[config.mk]
export PLATFORM = sky130hd
export DESIGN_NAME = reset_init_sequencer
export DESIGN_NICKNAME = d
export VERILOG_FILES = /design/src/reset_seq_pkg.sv /design/src/pulse_filter.sv /design/src/reset_init_sequencer.sv
export SDC_FILE = /design/constraint.sdc
export NUM_CORES = 1
export LEC_CHECK = 0
export ABC_AREA = 1
export BUFFER_PORTS_ARGS = -buffer_cell sky130_fd_sc_hd__buf_2
export CAP_MARGIN = 30
export CELL_PAD_IN_SITES_DETAIL_PLACEMENT = 1
export CELL_PAD_IN_SITES_GLOBAL_PLACEMENT = 1
export CORE_MARGIN = 10
export CORE_UTILIZATION = 48
export CTS_BUF_LIST = sky130_fd_sc_hd__clkbuf_8
export CTS_CLUSTER_DIAMETER = 100
export DETAILED_ROUTE_END_ITERATION = 16
export GPL_ROUTABILITY_DRIVEN = 0
export PLACE_DENSITY = 0.83
export SYNTH_ARGS = -nofsm -noshare
export SYNTH_HDL_FRONTEND = slang
export SYNTH_HIERARCHICAL = 1
export SYNTH_SLANG_ARGS = --single-unit
[constraint.sdc]
create_clock -name clk -period 3.5 [get_ports clk]
set_input_delay 0.7 -clock clk [delete_from_list [all_inputs] [get_ports clk]]
set_output_delay 0.7 -clock clk [all_outputs]
set_load 0.01 [all_outputs]
[src/reset_seq_pkg.sv]
// Constants and types shared by the reset initialization sequencer
`default_nettype none
package reset_seq_pkg;

  // ----------------------------------------
  // Clock and timing
  // ----------------------------------------
  localparam int CLK_PERIOD_PS        = 8000;
  localparam int RESET_IN_MIN_PERIODS = 32;
  localparam int RESET_OUT_MIN_PERIODS = 512;
  localparam int HARD_TO_SOFT_PERIODS = 16;
  localparam int STRAP_SETUP_PERIODS  = 4;
  localparam int STRAP_RESUME_PERIODS = 1;
  localparam int STRAP_OFF_MAX_PS     = 4000;
  localparam int STRAP_OFF_CYCLES     = (STRAP_OFF_MAX_PS / CLK_PERIOD_PS) < 1 ? 1 :
                                        (STRAP_OFF_MAX_PS / CLK_PERIOD_PS);
  localparam int PLL_LOCK_US          = 100;
  localparam int PLL_LOCK_CYCLES      = (PLL_LOCK_US * 1000000 + CLK_PERIOD_PS - 1) / CLK_PERIOD_PS;
  localparam int DLL_LOCK_MIN_CYCLES  = 7680;
  localparam int DLL_LOCK_MAX_CYCLES  = 122880;
  localparam int DLL_MIN_RATIO        = 2;

  // ----------------------------------------
  // Strap layout, reset values and sequencer states
  // ----------------------------------------
  localparam int BOOT_SRC_W           = 3;
  localparam logic [2:0] BOOT_SRC_RST = 3'h0;
  localparam logic [3:0] DLL_RATIO_RST = 4'h2;

  typedef enum logic [2:0] {
    ST_POR      = 3'b000,
    ST_PLL_WAIT = 3'b001,
    ST_DLL_WAIT = 3'b011,
    ST_HARD_OUT = 3'b010,
    ST_SOFT_OUT = 3'b110,
    ST_RUN      = 3'b111
  } seq_state_t;

endpackage : reset_seq_pkg
`default_nettype wire

[src/pulse_filter.sv]
// Minimum-width qualifier for a synchronised active-level input
`default_nettype none
module pulse_filter
  import reset_seq_pkg::*;
#(
  parameter int MIN_PERIODS = 32
) (
  input  wire logic clk,
  input  wire logic rst,
  input  wire logic tick,
  input  wire logic level_in,
  output var  logic qualified
);

  logic [$clog2(MIN_PERIODS+1)-1:0] cnt_ff;

  // Counts periods of the tick input only; a short glitch restarts the count
  always_ff @(posedge clk or posedge rst) begin
    if (rst) begin
      cnt_ff <= '0;
    end else if (!level_in) begin
      cnt_ff <= '0;
    end else if (tick && cnt_ff != MIN_PERIODS[$bits(cnt_ff)-1:0]) begin
      cnt_ff <= cnt_ff + 1'b1;
    end
  end

  assign qualified = level_in && (cnt_ff == MIN_PERIODS[$bits(cnt_ff)-1:0]);

endmodule : pulse_filter
`default_nettype wire

[src/reset_init_sequencer.sv]
// Reset initialization sequencer: input qualification, strap capture, lock waits, reset-out ordering
`default_nettype none
module reset_init_sequencer
  import reset_seq_pkg::*;
#(
  parameter int PLL_WAIT_CYCLES = PLL_LOCK_CYCLES,
  parameter int DLL_UNIT_CYCLES = DLL_LOCK_MIN_CYCLES
) (
  input  wire logic                  clk,
  input  wire logic                  rst,
  input  wire logic                  host_mode,
  input  wire logic                  primary_clock_tick,
  input  wire logic                  bus_sync_tick,
  input  wire logic                  power_on_reset_line_n,
  input  wire logic                  hard_reset_line_in,
  input  wire logic                  soft_reset_line_in,
  input  wire logic [BOOT_SRC_W-1:0] boot_source_in,
  input  wire logic                  input_clock_divide_select,
  input  wire logic [3:0]            dll_ratio,
  output logic                       hard_reset_line_out,
  output logic                       hard_reset_line_oe,
  output logic                       soft_reset_line_out,
  output logic                       soft_reset_line_oe,
  output logic                       strap_oe,
  output logic [BOOT_SRC_W-1:0]      boot_source,
  output logic                       clock_divide_latched,
  output logic                       internal_reset,
  output logic                       pll_locked,
  output logic                       dll_locked,
  output logic                       bus_tick
);

  // ----------------------------------------
  // Input synchronisers
  // ----------------------------------------
  logic [6:0] sync1_ff;
  logic [6:0] sync2_ff;
  logic [6:0] pins;

  assign pins = {power_on_reset_line_n, hard_reset_line_in, soft_reset_line_in,
                 boot_source_in, input_clock_divide_select};

  always_ff @(posedge clk or posedge rst) begin
    if (rst) begin
      sync1_ff <= 7'h3F;
      sync2_ff <= 7'h3F;
    end else begin
      sync1_ff <= pins;
      sync2_ff <= sync1_ff;
    end
  end

  logic por_asserted;
  logic hard_low;
  logic soft_low;
  assign por_asserted = !sync2_ff[6];
  assign hard_low     = !sync2_ff[5];
  assign soft_low     = !sync2_ff[4];

  // ----------------------------------------
  // Reference and bus-sync rates
  // ----------------------------------------
  logic ref_tick;
  logic div_phase_ff;

  assign ref_tick = host_mode ? primary_clock_tick : bus_sync_tick;

  // Host mode: bus-sync rate is the primary tick, halved when the divide strap is set
  always_ff @(posedge clk or posedge rst) begin
    if (rst) begin
      div_phase_ff <= 1'b0;
    end else if (host_mode && primary_clock_tick) begin
      div_phase_ff <= !div_phase_ff;
    end
  end

  assign bus_tick = host_mode ?
                    (primary_clock_tick && (!clock_divide_latched || div_phase_ff)) :
                    bus_sync_tick;

  // ----------------------------------------
  // Input reset qualification
  // ----------------------------------------
  logic por_ok;
  logic hard_in_ok;
  logic soft_in_ok;
  logic own_drive;

  pulse_filter #(.MIN_PERIODS(RESET_IN_MIN_PERIODS)) u_por_filt (
    .clk      (clk),
    .rst      (rst),
    .tick     (ref_tick),
    .level_in (por_asserted),
    .qualified(por_ok)
  );

  // Our own pull-down reads back on the line; ignore it as an external request
  pulse_filter #(.MIN_PERIODS(RESET_IN_MIN_PERIODS)) u_hard_filt (
    .clk      (clk),
    .rst      (rst),
    .tick     (bus_tick),
    .level_in (hard_low && !own_drive),
    .qualified(hard_in_ok)
  );

  pulse_filter #(.MIN_PERIODS(RESET_IN_MIN_PERIODS)) u_soft_filt (
    .clk      (clk),
    .rst      (rst),
    .tick     (bus_tick),
    .level_in (soft_low && !own_drive),
    .qualified(soft_in_ok)
  );

  // ----------------------------------------
  // Strap capture
  // ----------------------------------------
  logic [2:0] setup_cnt_ff;
  logic       straps_latched_ff;
  logic       por_seen_ff;

  // Straps must sit stable for the setup window before power-on reset lets go
  always_ff @(posedge clk or posedge rst) begin
    if (rst) begin
      setup_cnt_ff <= 3'h0;
    end else if (sync2_ff[3:0] != {boot_source, clock_divide_latched} && por_asserted) begin
      setup_cnt_ff <= 3'h0;
    end else if (ref_tick && setup_cnt_ff != STRAP_SETUP_PERIODS[2:0]) begin
      setup_cnt_ff <= setup_cnt_ff + 3'h1;
    end
  end

  always_ff @(posedge clk or posedge rst) begin
    if (rst) begin
      boot_source          <= BOOT_SRC_RST;
      clock_divide_latched <= 1'b0;
      straps_latched_ff    <= 1'b0;
      por_seen_ff          <= 1'b0;
    end else if (por_asserted) begin
      boot_source          <= sync2_ff[3:1];
      clock_divide_latched <= sync2_ff[0];
      straps_latched_ff    <= 1'b0;
      por_seen_ff          <= por_ok;
    end else if (por_seen_ff && !straps_latched_ff && setup_cnt_ff == STRAP_SETUP_PERIODS[2:0]) begin
      // Late strap movement delays the start until a full setup window has passed
      straps_latched_ff    <= 1'b1;
    end
  end

  // ----------------------------------------
  // Sequencing state machine
  // ----------------------------------------
  seq_state_t state_ff;
  logic [$clog2(PLL_WAIT_CYCLES+1)-1:0] pll_cnt_ff;
  logic [20:0] dll_cnt_ff;
  logic [9:0]  bus_cnt_ff;
  logic [20:0] dll_target;
  logic [3:0]  ratio_half;
  logic        restart;
  logic        hard_drive_ff;

  assign restart    = por_asserted || hard_in_ok || soft_in_ok;
  assign ratio_half = dll_ratio / 4'(DLL_MIN_RATIO);
  // Lock wait grows with the square of the ratio: one unit at 2:1, sixteen at 8:1
  assign dll_target = 21'(DLL_UNIT_CYCLES) * 21'(ratio_half) * 21'(ratio_half);

  always_ff @(posedge clk or posedge rst) begin
    if (rst) begin
      state_ff <= ST_POR;
    end else if (restart) begin
      state_ff <= ST_POR;
    end else begin
      unique case (state_ff)
        ST_POR:      if (straps_latched_ff) state_ff <= ST_PLL_WAIT;
        ST_PLL_WAIT: if (pll_cnt_ff == PLL_WAIT_CYCLES[$bits(pll_cnt_ff)-1:0]) state_ff <= ST_DLL_WAIT;
        ST_DLL_WAIT: if (dll_cnt_ff >= dll_target) state_ff <= ST_HARD_OUT;
        ST_HARD_OUT: if (bus_cnt_ff == RESET_OUT_MIN_PERIODS[9:0]) state_ff <= ST_SOFT_OUT;
        ST_SOFT_OUT: if (bus_cnt_ff == HARD_TO_SOFT_PERIODS[9:0]) state_ff <= ST_RUN;
        ST_RUN:      state_ff <= ST_RUN;
        default:     state_ff <= ST_POR;
      endcase
    end
  end

  always_ff @(posedge clk or posedge rst) begin
    if (rst) begin
      pll_cnt_ff <= '0;
    end else if (state_ff != ST_PLL_WAIT || restart) begin
      pll_cnt_ff <= '0;
    end else if (pll_cnt_ff != PLL_WAIT_CYCLES[$bits(pll_cnt_ff)-1:0]) begin
      pll_cnt_ff <= pll_cnt_ff + 1'b1;
    end
  end

  always_ff @(posedge clk or posedge rst) begin
    if (rst) begin
      dll_cnt_ff <= 21'h0;
    end else if (state_ff != ST_DLL_WAIT || restart) begin
      dll_cnt_ff <= 21'h0;
    end else if (bus_tick) begin
      dll_cnt_ff <= dll_cnt_ff + 21'h1;
    end
  end

  // Counts bus-sync periods; cleared on every state change
  // The hard-to-soft gap counts only ticks after the hard line has really been let go
  always_ff @(posedge clk or posedge rst) begin
    if (rst) begin
      bus_cnt_ff <= 10'h0;
    end else if (restart || (state_ff != ST_HARD_OUT && state_ff != ST_SOFT_OUT)) begin
      bus_cnt_ff <= 10'h0;
    end else if (state_ff == ST_HARD_OUT && bus_cnt_ff == RESET_OUT_MIN_PERIODS[9:0]) begin
      bus_cnt_ff <= 10'h0;
    end else if (bus_tick && !(state_ff == ST_SOFT_OUT && hard_drive_ff)) begin
      bus_cnt_ff <= bus_cnt_ff + 10'h1;
    end
  end

  // ----------------------------------------
  // Outputs
  // ----------------------------------------
  logic soft_drive_ff;
  logic strap_oe_ff;
  logic resume_wait_ff;

  always_ff @(posedge clk or posedge rst) begin
    if (rst) begin
      hard_drive_ff <= 1'b1;
      soft_drive_ff <= 1'b1;
    end else begin
      hard_drive_ff <= (state_ff != ST_SOFT_OUT && state_ff != ST_RUN) || restart;
      soft_drive_ff <= (state_ff != ST_RUN) || restart;
    end
  end

  assign own_drive           = hard_drive_ff || soft_drive_ff;
  assign hard_reset_line_out = 1'b0;
  assign soft_reset_line_out = 1'b0;
  assign hard_reset_line_oe  = hard_drive_ff;
  assign soft_reset_line_oe  = soft_drive_ff;

  // Drive straps again only after a full bus-sync period of released hard reset
  always_ff @(posedge clk or posedge rst) begin
    if (rst) begin
      resume_wait_ff <= 1'b0;
      strap_oe_ff    <= 1'b0;
    end else if (hard_drive_ff || hard_low) begin
      resume_wait_ff <= 1'b0;
      strap_oe_ff    <= 1'b0;
    end else if (bus_tick && !resume_wait_ff) begin
      resume_wait_ff <= 1'b1;
    end else if (bus_tick && resume_wait_ff) begin
      strap_oe_ff    <= 1'b1;
    end
  end

  // Combinational turn-off so the drivers drop in the same cycle hard reset rises
  assign strap_oe = strap_oe_ff && !hard_drive_ff && !hard_low && !restart;

  assign internal_reset = state_ff == ST_POR || state_ff == ST_PLL_WAIT;
  assign pll_locked     = !internal_reset;
  assign dll_locked     = state_ff == ST_HARD_OUT || state_ff == ST_SOFT_OUT || state_ff == ST_RUN;

endmodule : reset_init_sequencer
`default_nettype wire

==> results of run 1 <==
==> worst min path at each step <==
stage,startpoint,endpoint
after detailed placement,sync1_ff[2]$_DFF_PP1_,sync2_ff[2]$_DFF_PP1_
after global routing,rst,u_hard_filt/cnt_ff[3]$_DFFE_PP0P_
after floorplan,sync1_ff[6]$_DFF_PP0_,sync2_ff[6]$_DFF_PP0_
after CTS,rst,u_hard_filt/cnt_ff[2]$_DFFE_PP0P_
after global placement,sync1_ff[6]$_DFF_PP0_,sync2_ff[6]$_DFF_PP0_
final,rst,u_hard_filt/cnt_ff[2]$_DFFE_PP0P_
==> where the power goes <==
part	total [W]	internal [W]	switching [W]
clock network	0.000777	0.000386	0.000391
logic	0.000779	0.000316	0.000463
registers	0.00118	0.00113	0.0000467
==> kinds of logic after synthesis <==
kind of cell / share of synthesized area [%]
compound gates: 7.60
xor+xnor: 3.23
fa+ha+maj: 11.1
buf+inv: 8.29
flops: 38.0
other cells: 0.0601
simple gates: 31.7
==> layout make-up <==
class | count | area [um2] | area share (%)
Inverter | 115 | 434 | 6.12
Clock inverter | 4 | 46.3 | 0.652
Tap cell | 172 | 215 | 3.03
Timing Repair Buffer | 57 | 398 | 5.61
Multi-Input combinational cell | 582 | 3470 | 48.9
Clock buffer | 12 | 165 | 2.33
Sequential cell | 94 | 2370 | 33.4
==> metal layers <==
layer  GRT usage (%)  share of wire, %  routed length [um]  up-vias
met2            35.7                53                8820       42
met1            21.5                43                7140     2820
met3            2.95               1.9                 308       26
li1                -                 -                   -     2698
met5               0                 0                   0        -
met4            5.20               1.6                 258        0
==> what timing repair did <==
item,CTS,global route
endpoints found under the setup margin,3,3
buffers inserted,5,2
pin swaps,15,6
resized for setup,13,7
==> per-stage QoR <==
step | hold WS, ns | power (W) | worst slack, ns | setup TNS [ns]
floorplan | 0.331 | 0.00168 | -0.839 | -2.42
global placement | 0.332 | 0.00185 | -1.07 | -3.14
detailed placement | 0.347 | 0.00191 | -1.30 | -3.77
CTS | 0.270 | 0.00274 | -0.818 | -2.39
global route | 0.282 | 0.00290 | -1.06 | -3.13
finish | 0.273 | 0.00274 | -0.826 | -2.46
==> layout by cell type (no fill, tap or decap), types with 29 or more instances in the layout <==
cell,instances
nand2_1,172
inv_1,106
dfrtp_1,80
nor2_1,79
nand3_1,67
ha_1,41
a21oi_1,33
nor3_1,29
buf_4,29
==> sequential cells by signal, indices dropped and copies added (netlist names), 6 cells and up <==
signal and count:
sync2_ff 7, bus_cnt_ff 10, sync1_ff 7, pll_cnt_ff 14, dll_cnt_ff 21, u_soft_filt/cnt_ff 6, u_por_filt/cnt_ff 6, u_hard_filt/cnt_ff 6
==> run_results.csv, run 1 <==
group,metric,value,unit
routing,wl_per_cell,16.0,um
finish,fin_area,7100,um2
logic_synthesis,synth_top_area_share,32.1,%
die,rows,41,
timing,skew,0.0108,ns
cts,path_clk_slew,0.09,ns
global_routing,grt_util_all_layers,19.0,%
finish,antenna_cells,0,
global_routing,grt_pass1_vias,6035,
placed_design,placed_area,6760,um2
cts,cts.path.max_buffers,2,
logic_synthesis,synth_most_common_cell,"nand2_1",
die,ios,29,
setup_path,path_buf_inv,3,
setup_path,worstPathArrival,4.60,ns
setup_path,r2r_slack,0.97,ns
power_and_ir_drop,pwr_density_cell,386,nW/um2
die,die_h,134,um
timing,period_share,124,%
logic_synthesis,ys_warn_count,6,
logic_synthesis,yosysUniqueCellTypes,43,
placed_design,dp_hpwl,12400,um
setup_path,reg2reg_to,"dll_cnt_ff[20]$_DFFE_PP0P_",
setup_path,cp-endpoint,"state_ff[2]$_DFFE_PP0P_",
timing,setup-violations-final,3,
logic_synthesis,synthesis.instances,801,
timing,drv_slew,0,
logic_synthesis,synth-main-ff-cell,"dfrtp_1",
logic_synthesis,avgSynthCellArea,7.79,um2
setup_path,startpoint_type,"input port",
routing,ant_nets,0,
routing,drt-initial-drc-count,168,
cts,cts_sinks,94,
die,die_x,134,um
power_and_ir_drop,leakage,3.37,nW
routing,vias,5586,
timing,fmax,0.231,GHz
die,die_area,18000,um2
setup_path,cpLargestDelayFamily,"adder cells",
logic_synthesis,yosys-top-cells-area,"dfrtp_1, nand2_1, ha_1",
logic_synthesis,synthesis.area,6240,um2
cts,ctsHoldBuffers,0,
logic_synthesis,ys_ff_latch,94,
finish,fin_cells,1036,
cts,cts-htree-levels,3,
global_routing,antenna_found_initial,0,
routing,drt_pass1_iterations,4,
cts,clock-root-buffer,"clkbuf_8",
setup_path,crit_type,"in -> reg",
setup_path,crit_required,3.77,ns
timing,fin_crit,4.33,ns
placed_design,io_buffers,25,
power_and_ir_drop,irDropWorstVdd,0.000247,V
logic_synthesis,ys_seq_area_share,38.0,%
setup_path,cp_max_fo,4,
routing,via_per_inst,5.39,
setup_path,crit_path_end_kind,"register",
finish,syn2layout_area_growth,13.8,%
logic_synthesis,synth-edff-count,0,
setup_path,cp_num_cells,23,
setup_path,startpoint,"dll_ratio[2]",
setup_path,crit_top_cell,"nand2_2",
global_routing,grt_start_max_net_pins,77,
finish,utilization,56.0,%
hold_path,hold_path.class,"in -> async",
finish,nets,926,
cts,cts_buffers,9,
setup_path,slowest_delay,0.51,ns
global_routing,grt_pass1_wl,28500,um
placed_design,dp.cells,1013,
timing,finalHoldViolCount,0,
setup_path,reg2reg_depth,11,
setup_path,path_cells,"buf_6 -> fa_2 -> ha_4 -> fa_2 -> xnor2_2 -> nand2_2 -> fa_1 -> inv_2 -> ha_4 -> a21oi_4 -> nand2_2 -> nand2_2 -> nand2_2 -> a21oi_2 -> xor2_1 -> ha_1 -> buf_4 -> a21oi_2 -> a21oi_1 -> nor2_1 -> nand2_2 -> nand4_1 -> nand2_1",
setup_path,r2r_start,"hard_reset_line_oe$_DFF_PP1_",
logic_synthesis,yosysTopAreaCell,"dfrtp_1",
timing,relSlewSlack,61.6,%
status,violations,"setup timing",
finish,final_layout_size_suffix_gt1_share,18.4,%
die,coreArea,12700,um2
cts,cts_tree,"done",
logic_synthesis,synthArstFlopShare,100,%
timing,tightest_slew,0.573,ns
status,status,"finished, violations left",
setup_path,crit_slowest_cell,"fa_1",
timing,rsz0062_at_grt,"true",
global_routing,grt_overflow,0,
routing,wl,16500,um
cts,clk_latency,0.38,ns
job,cap_violations,0,
die,start_util,49.2,%
routing,drc,0,
timing,postLayoutSetupSlackWorst,-0.826,ns
finish,fill_cells,1617,
logic_synthesis,synth_top_cells_by_count,"nand2_1, inv_1, dfrtp_1",
Note: power is estimated with default switching activity, not from simulation.
==> run 2, diff against run 1 <==
--- a/config.mk
+++ b/config.mk
@@ -11,13 +11,12 @@
 export CELL_PAD_IN_SITES_DETAIL_PLACEMENT = 1
 export CELL_PAD_IN_SITES_GLOBAL_PLACEMENT = 1
 export CORE_MARGIN = 10
-export CORE_UTILIZATION = 48
+export CORE_UTILIZATION = 25
 export CTS_BUF_LIST = sky130_fd_sc_hd__clkbuf_8
 export CTS_CLUSTER_DIAMETER = 100
 export DETAILED_ROUTE_END_ITERATION = 16
 export GPL_ROUTABILITY_DRIVEN = 0
-export PLACE_DENSITY = 0.83
+export PLACE_DENSITY = 0.49
 export SYNTH_ARGS = -nofsm -noshare
 export SYNTH_HDL_FRONTEND = slang
-export SYNTH_HIERARCHICAL = 1
 export SYNTH_SLANG_ARGS = --single-unit
==> run 2 against run 1 <==
- the run still ends with setup timing left
- core utilization decreased by 26 points
- clock power decreased by 1%
- non-clock buffer count increased by 1
- clock skew increased by 0.017 ns
- register-to-register slack improved by 0.39 ns
- design area decreased by 0.76%
- sequential power about the same
- synthesized cell count decreased by 5.5%
- via count decreased by 11%
- maximum frequency increased by 1.3%
- sequential share of layout area increased by 0.26 points
- worst setup slack improved by 0.054 ns
- critical endpoint is now state_ff[0]$_DFFE_PP0P_
- largest cell class unchanged
- largest power group unchanged
- highest routed layer unchanged
==> run_results.csv, run 2 <==
group,metric,value,unit
placed_design,dp.cells,1122,
status,violations,"setup timing",
finish,antenna_cells,0,
setup_path,crit_path_end_kind,"register",
setup_path,r2r_slack,1.36,ns
setup_path,crit_top_cell,"nand2_1",
global_routing,antenna_found_initial,0,
logic_synthesis,ys_seq_area_share,39.7,%
logic_synthesis,synthArstFlopShare,100,%
die,ios,29,
routing,wl_per_cell,13.6,um
power_and_ir_drop,pwr_density_cell,383,nW/um2
setup_path,reg2reg_depth,8,
cts,clock-root-buffer,"clkbuf_8",
logic_synthesis,ys_warn_count,0,
cts,clk_latency,0.39,ns
logic_synthesis,yosys-top-cells-area,"dfrtp_1, nand2_1, ha_1",
routing,wl,15600,um
logic_synthesis,synth_mux_area_share,0,%
logic_synthesis,synth-adder-area-share,11.6,%
cts,cts-htree-levels,3,
global_routing,grt_util_all_layers,10.6,%
setup_path,cp_max_fo,4,
timing,tightest_slew,0.705,ns
finish,top_regs,"dll_cnt_ff x21, pll_cnt_ff x14, bus_cnt_ff x10",
timing,setup-violations-final,3,
setup_path,slowest_delay,0.58,ns
routing,vias,4993,
die,start_util,25.5,%
logic_synthesis,synth-main-ff-cell,"dfrtp_1",
cts,cts.path.max_buffers,2,
finish,fin_cells,1143,
timing,fmax,0.234,GHz
logic_synthesis,synthSimpleGateAreaFrac,27.4,%
timing,relSlewSlack,52.8,%
timing,postLayoutSetupSlackWorst,-0.771,ns
global_routing,grt_pass1_vias,5439,
setup_path,r2r_start,"clock_divide_latched$_DFFE_PP0N_",
finish,largest_reg_flops,21,
finish,layout_common_cells,"nand2_1, inv_1, nor2_1",
timing,fin_crit,4.27,ns
placed_design,post-place-ws,-1.28,ns
logic_synthesis,synth_top_family_by_area,"simple AND/OR/NAND/NOR gates",
die,rows,56,
finish,final_common_cell,"nand2_1",
logic_synthesis,synthesis.area,5970,um2
logic_synthesis,synth-edff-count,0,
timing,drv_slew,0,
logic_synthesis,synthesis.instances,757,
logic_synthesis,synth-compound-area-share,8.63,%
cts,cts_buffers,9,
routing,via_per_inst,4.37,
setup_path,crit_type,"in -> reg",
timing,period_share,122,%
setup_path,crit_slowest_cell,"fa_2",
routing,ant_nets,0,
finish,top_register,"dll_cnt_ff",
setup_path,crit_required,3.77,ns
finish,final_layout_size_suffix_gt1_share,17.7,%
timing,skew,0.0280,ns
power_and_ir_drop,irDropWorstVdd,0.000219,V
cts,cts_tree,"done",
placed_design,io_buffers,25,
placed_design,dp_hpwl,12200,um
die,die_x,175,um
routing,drt_pass1_iterations,4,
cts,ctsHoldBuffers,0,
routing,drc,0,
die,die_h,175,um
logic_synthesis,synth_top_area_share,33.5,%
setup_path,path_buf_inv,3,
finish,syn2layout_area_growth,17.9,%
status,status,"finished, violations left",
global_routing,grt_pass1_wl,27000,um
setup_path,worstPathArrival,4.54,ns
setup_path,startpoint,"dll_ratio[3]",
global_routing,grt_start_max_net_pins,59,
timing,timing.setup.tns,-2.26,ns
global_routing,grt_overflow,0,
logic_synthesis,avgSynthCellArea,7.89,um2
setup_path,cpLargestDelayFamily,"adder cells",
setup_path,path_cells,"buf_8 -> fa_2 -> ha_4 -> fa_2 -> nand2_2 -> fa_1 -> inv_2 -> ha_4 -> a21oi_2 -> nand2_2 -> nand2_1 -> nand2_1 -> a21oi_2 -> xor2_1 -> ha_1 -> nand2_1 -> inv_2 -> nand2_2 -> a21oi_2 -> nor2_2 -> nand3_2 -> nand4_1 -> nand2_1",
cts,cts_sinks,94,
logic_synthesis,synth_most_common_cell,"nand2_1",
cts,path_clk_slew,0.12,ns
logic_synthesis,yosysUniqueCellTypes,44,
timing,finalHoldViolCount,0,
logic_synthesis,yosysTopAreaCell,"dfrtp_1",
job,cap_violations,0,
hold_path,hold_path.class,"in -> async",
routing,drt-initial-drc-count,130,
logic_synthesis,synth_xor_area_share,4.25,%
setup_path,reg2reg_to,"bus_cnt_ff[7]$_DFFE_PP0P_",
power_and_ir_drop,leakage,3.22,nW
logic_synthesis,synth_top_cells_by_count,"nand2_1, inv_1, nor2_1",
setup_path,startpoint_type,"input port",
finish,nets,886,
die,die_area,30500,um2
die,coreArea,23500,um2
timing,rsz0062_at_grt,"true",
logic_synthesis,ys_ff_latch,94,
[run 2: cell types whose count changed in the layout (fill, tap and decap cells not counted), moves of 5 or more]
cell     previous run  this run
nand2_1           172       159
nand2_4             9         3
nor3_1             29        21
nor2_1             79        93
nand3_1            67        44
xor2_1             16        21
o31ai_1             1         6
[run 2: how the worst max path moves through the flow]
stage	end	slack [ns]	cells past startpoint
5_1_grt	state_ff[0]$_DFFE_PP0P_	-1.0	24
2_1_floorplan	state_ff[1]$_DFFE_PP0P_	-0.83	20
3_5_place_dp	state_ff[1]$_DFFE_PP0P_	-1.28	21
6_report	state_ff[0]$_DFFE_PP0P_	-0.77	23
3_3_place_gp	state_ff[2]$_DFFE_PP0P_	-1.17	21
4_1_cts	state_ff[2]$_DFFE_PP0P_	-0.79	24
[run 2: logic make-up (layout without fill, tap and decap cells)]
group                      count (synthesis)  count (layout)
xor gates and xnor gates                  29              29
and+or+nand+nor                          368             368
adders and majority gates                 51              51
other                                      1               2
DFF                                       94              94
AOI/OAI and AO/OA                         88              88
buffers and inverters                    126             192
[run 2: timing repair]
item | in CTS | in global routing
gates cloned | 0 | 0
gates resized for setup | 7 | 7
setup endpoints to repair | 3 | 3
pin swaps | 8 | 11
hold endpoints to repair | 0 | 0
buffers inserted | 3 | 2
[run 2: metal layers]
layer  track usage, %  up-vias  routed length (um)
li1                 -     2537                   -
met4             3.74        0                 222
met1             13.6     2409                7520
met5                0        -                   0
met2             17.8       35                7540
met3             1.49       12                 298
[run 2: layout make-up]
class	instances	area (um2)
sequential	94	2370
fill	2870	16400
clock inverter	6	63.8
multi-input combinational	538	3210
timing repair buffer	58	405
inverter	118	453
tap	319	399
clock buffer	10	138
[run 2: power by group]
| part | switching, W | internal [W] |
|---|---|---|
| registers | 0.0000486 | 0.00114 |
| clock network | 0.000419 | 0.000349 |
| logic | 0.000437 | 0.000306 |
[run 2: worst reg2reg max path, stage by stage, from the launching register on]
cell	delay, ns
dfrtp_1	0.42
inv_1	0.08
nor2_1	0.06
o21ai_4	0.56
nand2_2	0.29
nor3_2	0.31
nand2_1	0.11
xor2_1	0.15
nor2_1	0.05
[run 2: per-stage QoR]
stage / cell area [um2] / total power, W / util [%] / hold slack [ns]
6_report: 7040 / 0.00270 / 30.0 / 0.339
3_3_place_gp: 6750 / 0.00191 / 28.8 / 0.337
3_5_place_dp: 6750 / 0.00194 / 28.8 / 0.339
5_1_grt: 7040 / 0.00290 / 30.0 / 0.364
2_1_floorplan: 6050 / 0.00167 / - / 0.331
4_1_cts: 7010 / 0.00275 / 29.9 / 0.338
==> run 3, diff against run 2 <==
--- a/config.mk
+++ b/config.mk
@@ -8,7 +8,7 @@
 export ABC_AREA = 1
 export BUFFER_PORTS_ARGS = -buffer_cell sky130_fd_sc_hd__buf_2
 export CAP_MARGIN = 30
-export CELL_PAD_IN_SITES_DETAIL_PLACEMENT = 1
+export CELL_PAD_IN_SITES_DETAIL_PLACEMENT = 0
 export CELL_PAD_IN_SITES_GLOBAL_PLACEMENT = 1
 export CORE_MARGIN = 10
 export CORE_UTILIZATION = 25
==> run 3 against run 2 <==
- the flow still finishes with violations (setup timing)
- design area fell by 0.16%
- critical path type unchanged
- clock-buffer cell count rose by 1
- via count fell by 4.3%
- maximum frequency rose by 0.19%
- clock skew fell by 0.0041 ns
- highest routed layer unchanged
- die area did not move
- largest power group unchanged
- sequential cell count did not move
- non-clock buffer count fell by 2
- critical endpoint unchanged
- sequential power barely moved
- core utilization barely moved
- worst setup slack improved by 0.0083 ns
- hold slack got worse by 0.010 ns
==> run_results.csv, run 3 (synthesis results as in run 2) <==
group,metric,value,unit
status,status,"finished, violations left",
status,violations,"setup timing",
power_and_ir_drop,swShare,31.9,%
job,cap_violations,0,
routing,wl_per_cell,12.5,um
cts,cts_buffers,9,
cts,clk_latency,0.39,ns
power_and_ir_drop,p_clk_share,31.0,%
power_and_ir_drop,seq_power_share,43.0,%
global_routing,grt_pass1_wl,24800,um
timing,drv_slew,0,
cts,cts_sinks,94,
timing,skew,0.0239,ns
cts,cts_tree,"done",
routing,ant_nets,0,
placed_design,io_buffers,25,
power_and_ir_drop,power_frac_comb,26.0,%
placed_design,dp_hpwl,10900,um
setup_path,crit_required,3.77,ns
finish,largest_reg_flops,21,
die,die_h,175,um
global_routing,grt_overflow,0,
placed_design,placed_area,6750,um2
die,start_util,25.5,%
timing,fmax,0.235,GHz
setup_path,cpLargestDelayFamily,"adder cells",
power_and_ir_drop,switchingPower,0.000879,W
cts,path_clk_slew,0.12,ns
setup_path,path_cells,"buf_6 -> fa_2 -> ha_4 -> fa_2 -> nand2_1 -> fa_1 -> inv_1 -> fa_2 -> nand3_2 -> nand3_2 -> a21oi_2 -> nor2_1 -> nor2_1 -> xor2_1 -> ha_1 -> nand3_2 -> a21oi_1 -> nor2_1 -> nand3_1 -> nand4_1 -> nand2_1",
routing,drc,0,
finish,fin_area,7030,um2
die,die_area,30500,um2
timing,tightest_slew,0.691,ns
setup_path,reg2reg_to,"bus_cnt_ff[7]$_DFFE_PP0P_",
finish,nets,884,
finish,final_common_cell,"nand2_1",
setup_path,worstPathArrival,4.53,ns
setup_path,crit_slowest_cell,"fa_2",
timing,fin_crit,4.26,ns
cts,cts-htree-levels,3,
finish,top_register,"dll_cnt_ff",
global_routing,grt_util_all_layers,9.80,%
setup_path,startpoint_type,"input port",
setup_path,r2r_slack,1.35,ns
die,rows,56,
finish,top_regs,"dll_cnt_ff x21, pll_cnt_ff x14, bus_cnt_ff x10",
setup_path,slowest_delay,0.57,ns
hold_path,hold_path.class,"in -> async",
finish,syn2layout_area_growth,17.7,%
finish,fill_cells,2541,
timing,timing.setup.tns,-2.22,ns
die,die_x,175,um
routing,via_per_inst,4.19,
setup_path,cp_max_fo,3,
setup_path,reg2reg_depth,8,
setup_path,crit_type,"in -> reg",
finish,final_layout_size_suffix_gt1_share,16.8,%
global_routing,antenna_found_initial,0,
setup_path,cp-endpoint,"state_ff[0]$_DFFE_PP0P_",
timing,relSlewSlack,53.8,%
setup_path,r2r_start,"clock_divide_latched$_DFFE_PP0N_",
setup_path,path_buf_inv,2,
die,ios,29,
global_routing,grt_start_max_net_pins,59,
finish,antenna_cells,0,
routing,drt_pass1_iterations,4,
routing,drt-initial-drc-count,214,
power_and_ir_drop,pwr_density_cell,391,nW/um2
timing,postLayoutSetupSlackWorst,-0.763,ns
global_routing,grt_pass1_vias,5023,
power_and_ir_drop,internal-power,0.00187,W
cts,clock-root-buffer,"clkbuf_8",
timing,setup-violations-final,3,
timing,rsz0062_at_grt,"true",
routing,wl,14200,um
setup_path,startpoint,"dll_ratio[2]",
die,coreArea,23500,um2
timing,finalHoldViolCount,0,
setup_path,crit_path_end_kind,"register",
power_and_ir_drop,irDropWorstVdd,0.000172,V
timing,period_share,122,%
cts,cts.path.max_buffers,2,
routing,vias,4776,
power_and_ir_drop,leakage,3.22,nW
finish,layout_common_cells,"nand2_1, inv_1, nor2_1",
setup_path,cp_num_cells,21,
-- run 3: what timing repair did --
item,4_1_cts,5_1_grt
gates resized for setup,7,1
hold buffers,0,0
setup buffers,2,1
setup endpoints to repair,3,3
pin swaps,8,3
-- run 3: layer usage --
| layer | part of all wire, % | vias to the layer above | global-route usage [%] |
|---|---|---|---|
| li1 | - | 2533 | - |
| met1 | 50 | 2184 | 12.9 |
| met2 | 45 | 44 | 15.8 |
| met3 | 2.5 | 15 | 1.75 |
| met4 | 1.7 | 0 | 3.60 |
| met5 | 0 | - | 0 |
-- run 3: metrics by stage --
| step | setup WS (ns) | instances | utilization [%] | power, W | hold WS [ns] |
|---|---|---|---|---|---|
| final | -0.763 | 1141 | 30.0 | 0.00275 | 0.329 |
| after global routing | -1.03 | 1141 | 30.0 | 0.00295 | 0.362 |
| after CTS | -0.775 | 1140 | 29.9 | 0.00280 | 0.342 |
| after detailed placement | -1.20 | 1122 | 28.8 | 0.00191 | 0.337 |
| after global placement | -1.17 | 1122 | 28.8 | 0.00191 | 0.337 |
| after floorplan | -0.831 | 758 | - | 0.00167 | 0.331 |
-- run 3: area by class of cell --
cell class / instances / area [um2] / share of cell area [%]
Inverter: 118 / 453 / 6.44
Tap cell: 319 / 399 / 5.68
Multi-Input combinational cell: 538 / 3190 / 45.4
Timing Repair Buffer: 56 / 389 / 5.53
Clock buffer: 11 / 151 / 2.15
Sequential cell: 94 / 2370 / 33.7
Clock inverter: 5 / 73.8 / 1.05
-- run 3: worst register-to-register path, stage by stage, from the launching register on --
cell,delay [ns]
dfrtp_1,0.43
inv_1,0.09
nor2_1,0.06
o21ai_4,0.55
nand2_2,0.29
nor3_2,0.31
nand2_1,0.11
xor2_1,0.14
nor2_1,0.05
-- run 3: worst min path at each step --
| stage | start | endpoint | slack [ns] | cells past startpoint |
|---|---|---|---|---|
| 2_1_floorplan | sync1_ff[6]$_DFF_PP0_ | sync2_ff[6]$_DFF_PP0_ | 0.33 | 0 |
| 3_3_place_gp | sync1_ff[6]$_DFF_PP0_ | sync2_ff[6]$_DFF_PP0_ | 0.34 | 0 |
| 3_5_place_dp | sync1_ff[6]$_DFF_PP0_ | sync2_ff[6]$_DFF_PP0_ | 0.34 | 0 |
| 4_1_cts | rst | pll_cnt_ff[11]$_DFFE_PP0P_ | 0.34 | 2 |
| 5_1_grt | sync1_ff[2]$_DFF_PP1_ | sync2_ff[2]$_DFF_PP1_ | 0.36 | 0 |
| 6_report | rst | pll_cnt_ff[11]$_DFFE_PP0P_ | 0.33 | 2 |
-- run 3: power by group through the flow --
stage / sequential (W) / clock [W] / combinational [W]
global route: 0.00119 / 0.000928 / 0.000826
CTS: 0.00119 / 0.000889 / 0.000730
finish: 0.00118 / 0.000854 / 0.000715
detailed placement: 0.00121 / 0 / 0.000706
floorplan: 0.00119 / 0 / 0.000478
global placement: 0.00121 / 0 / 0.000706
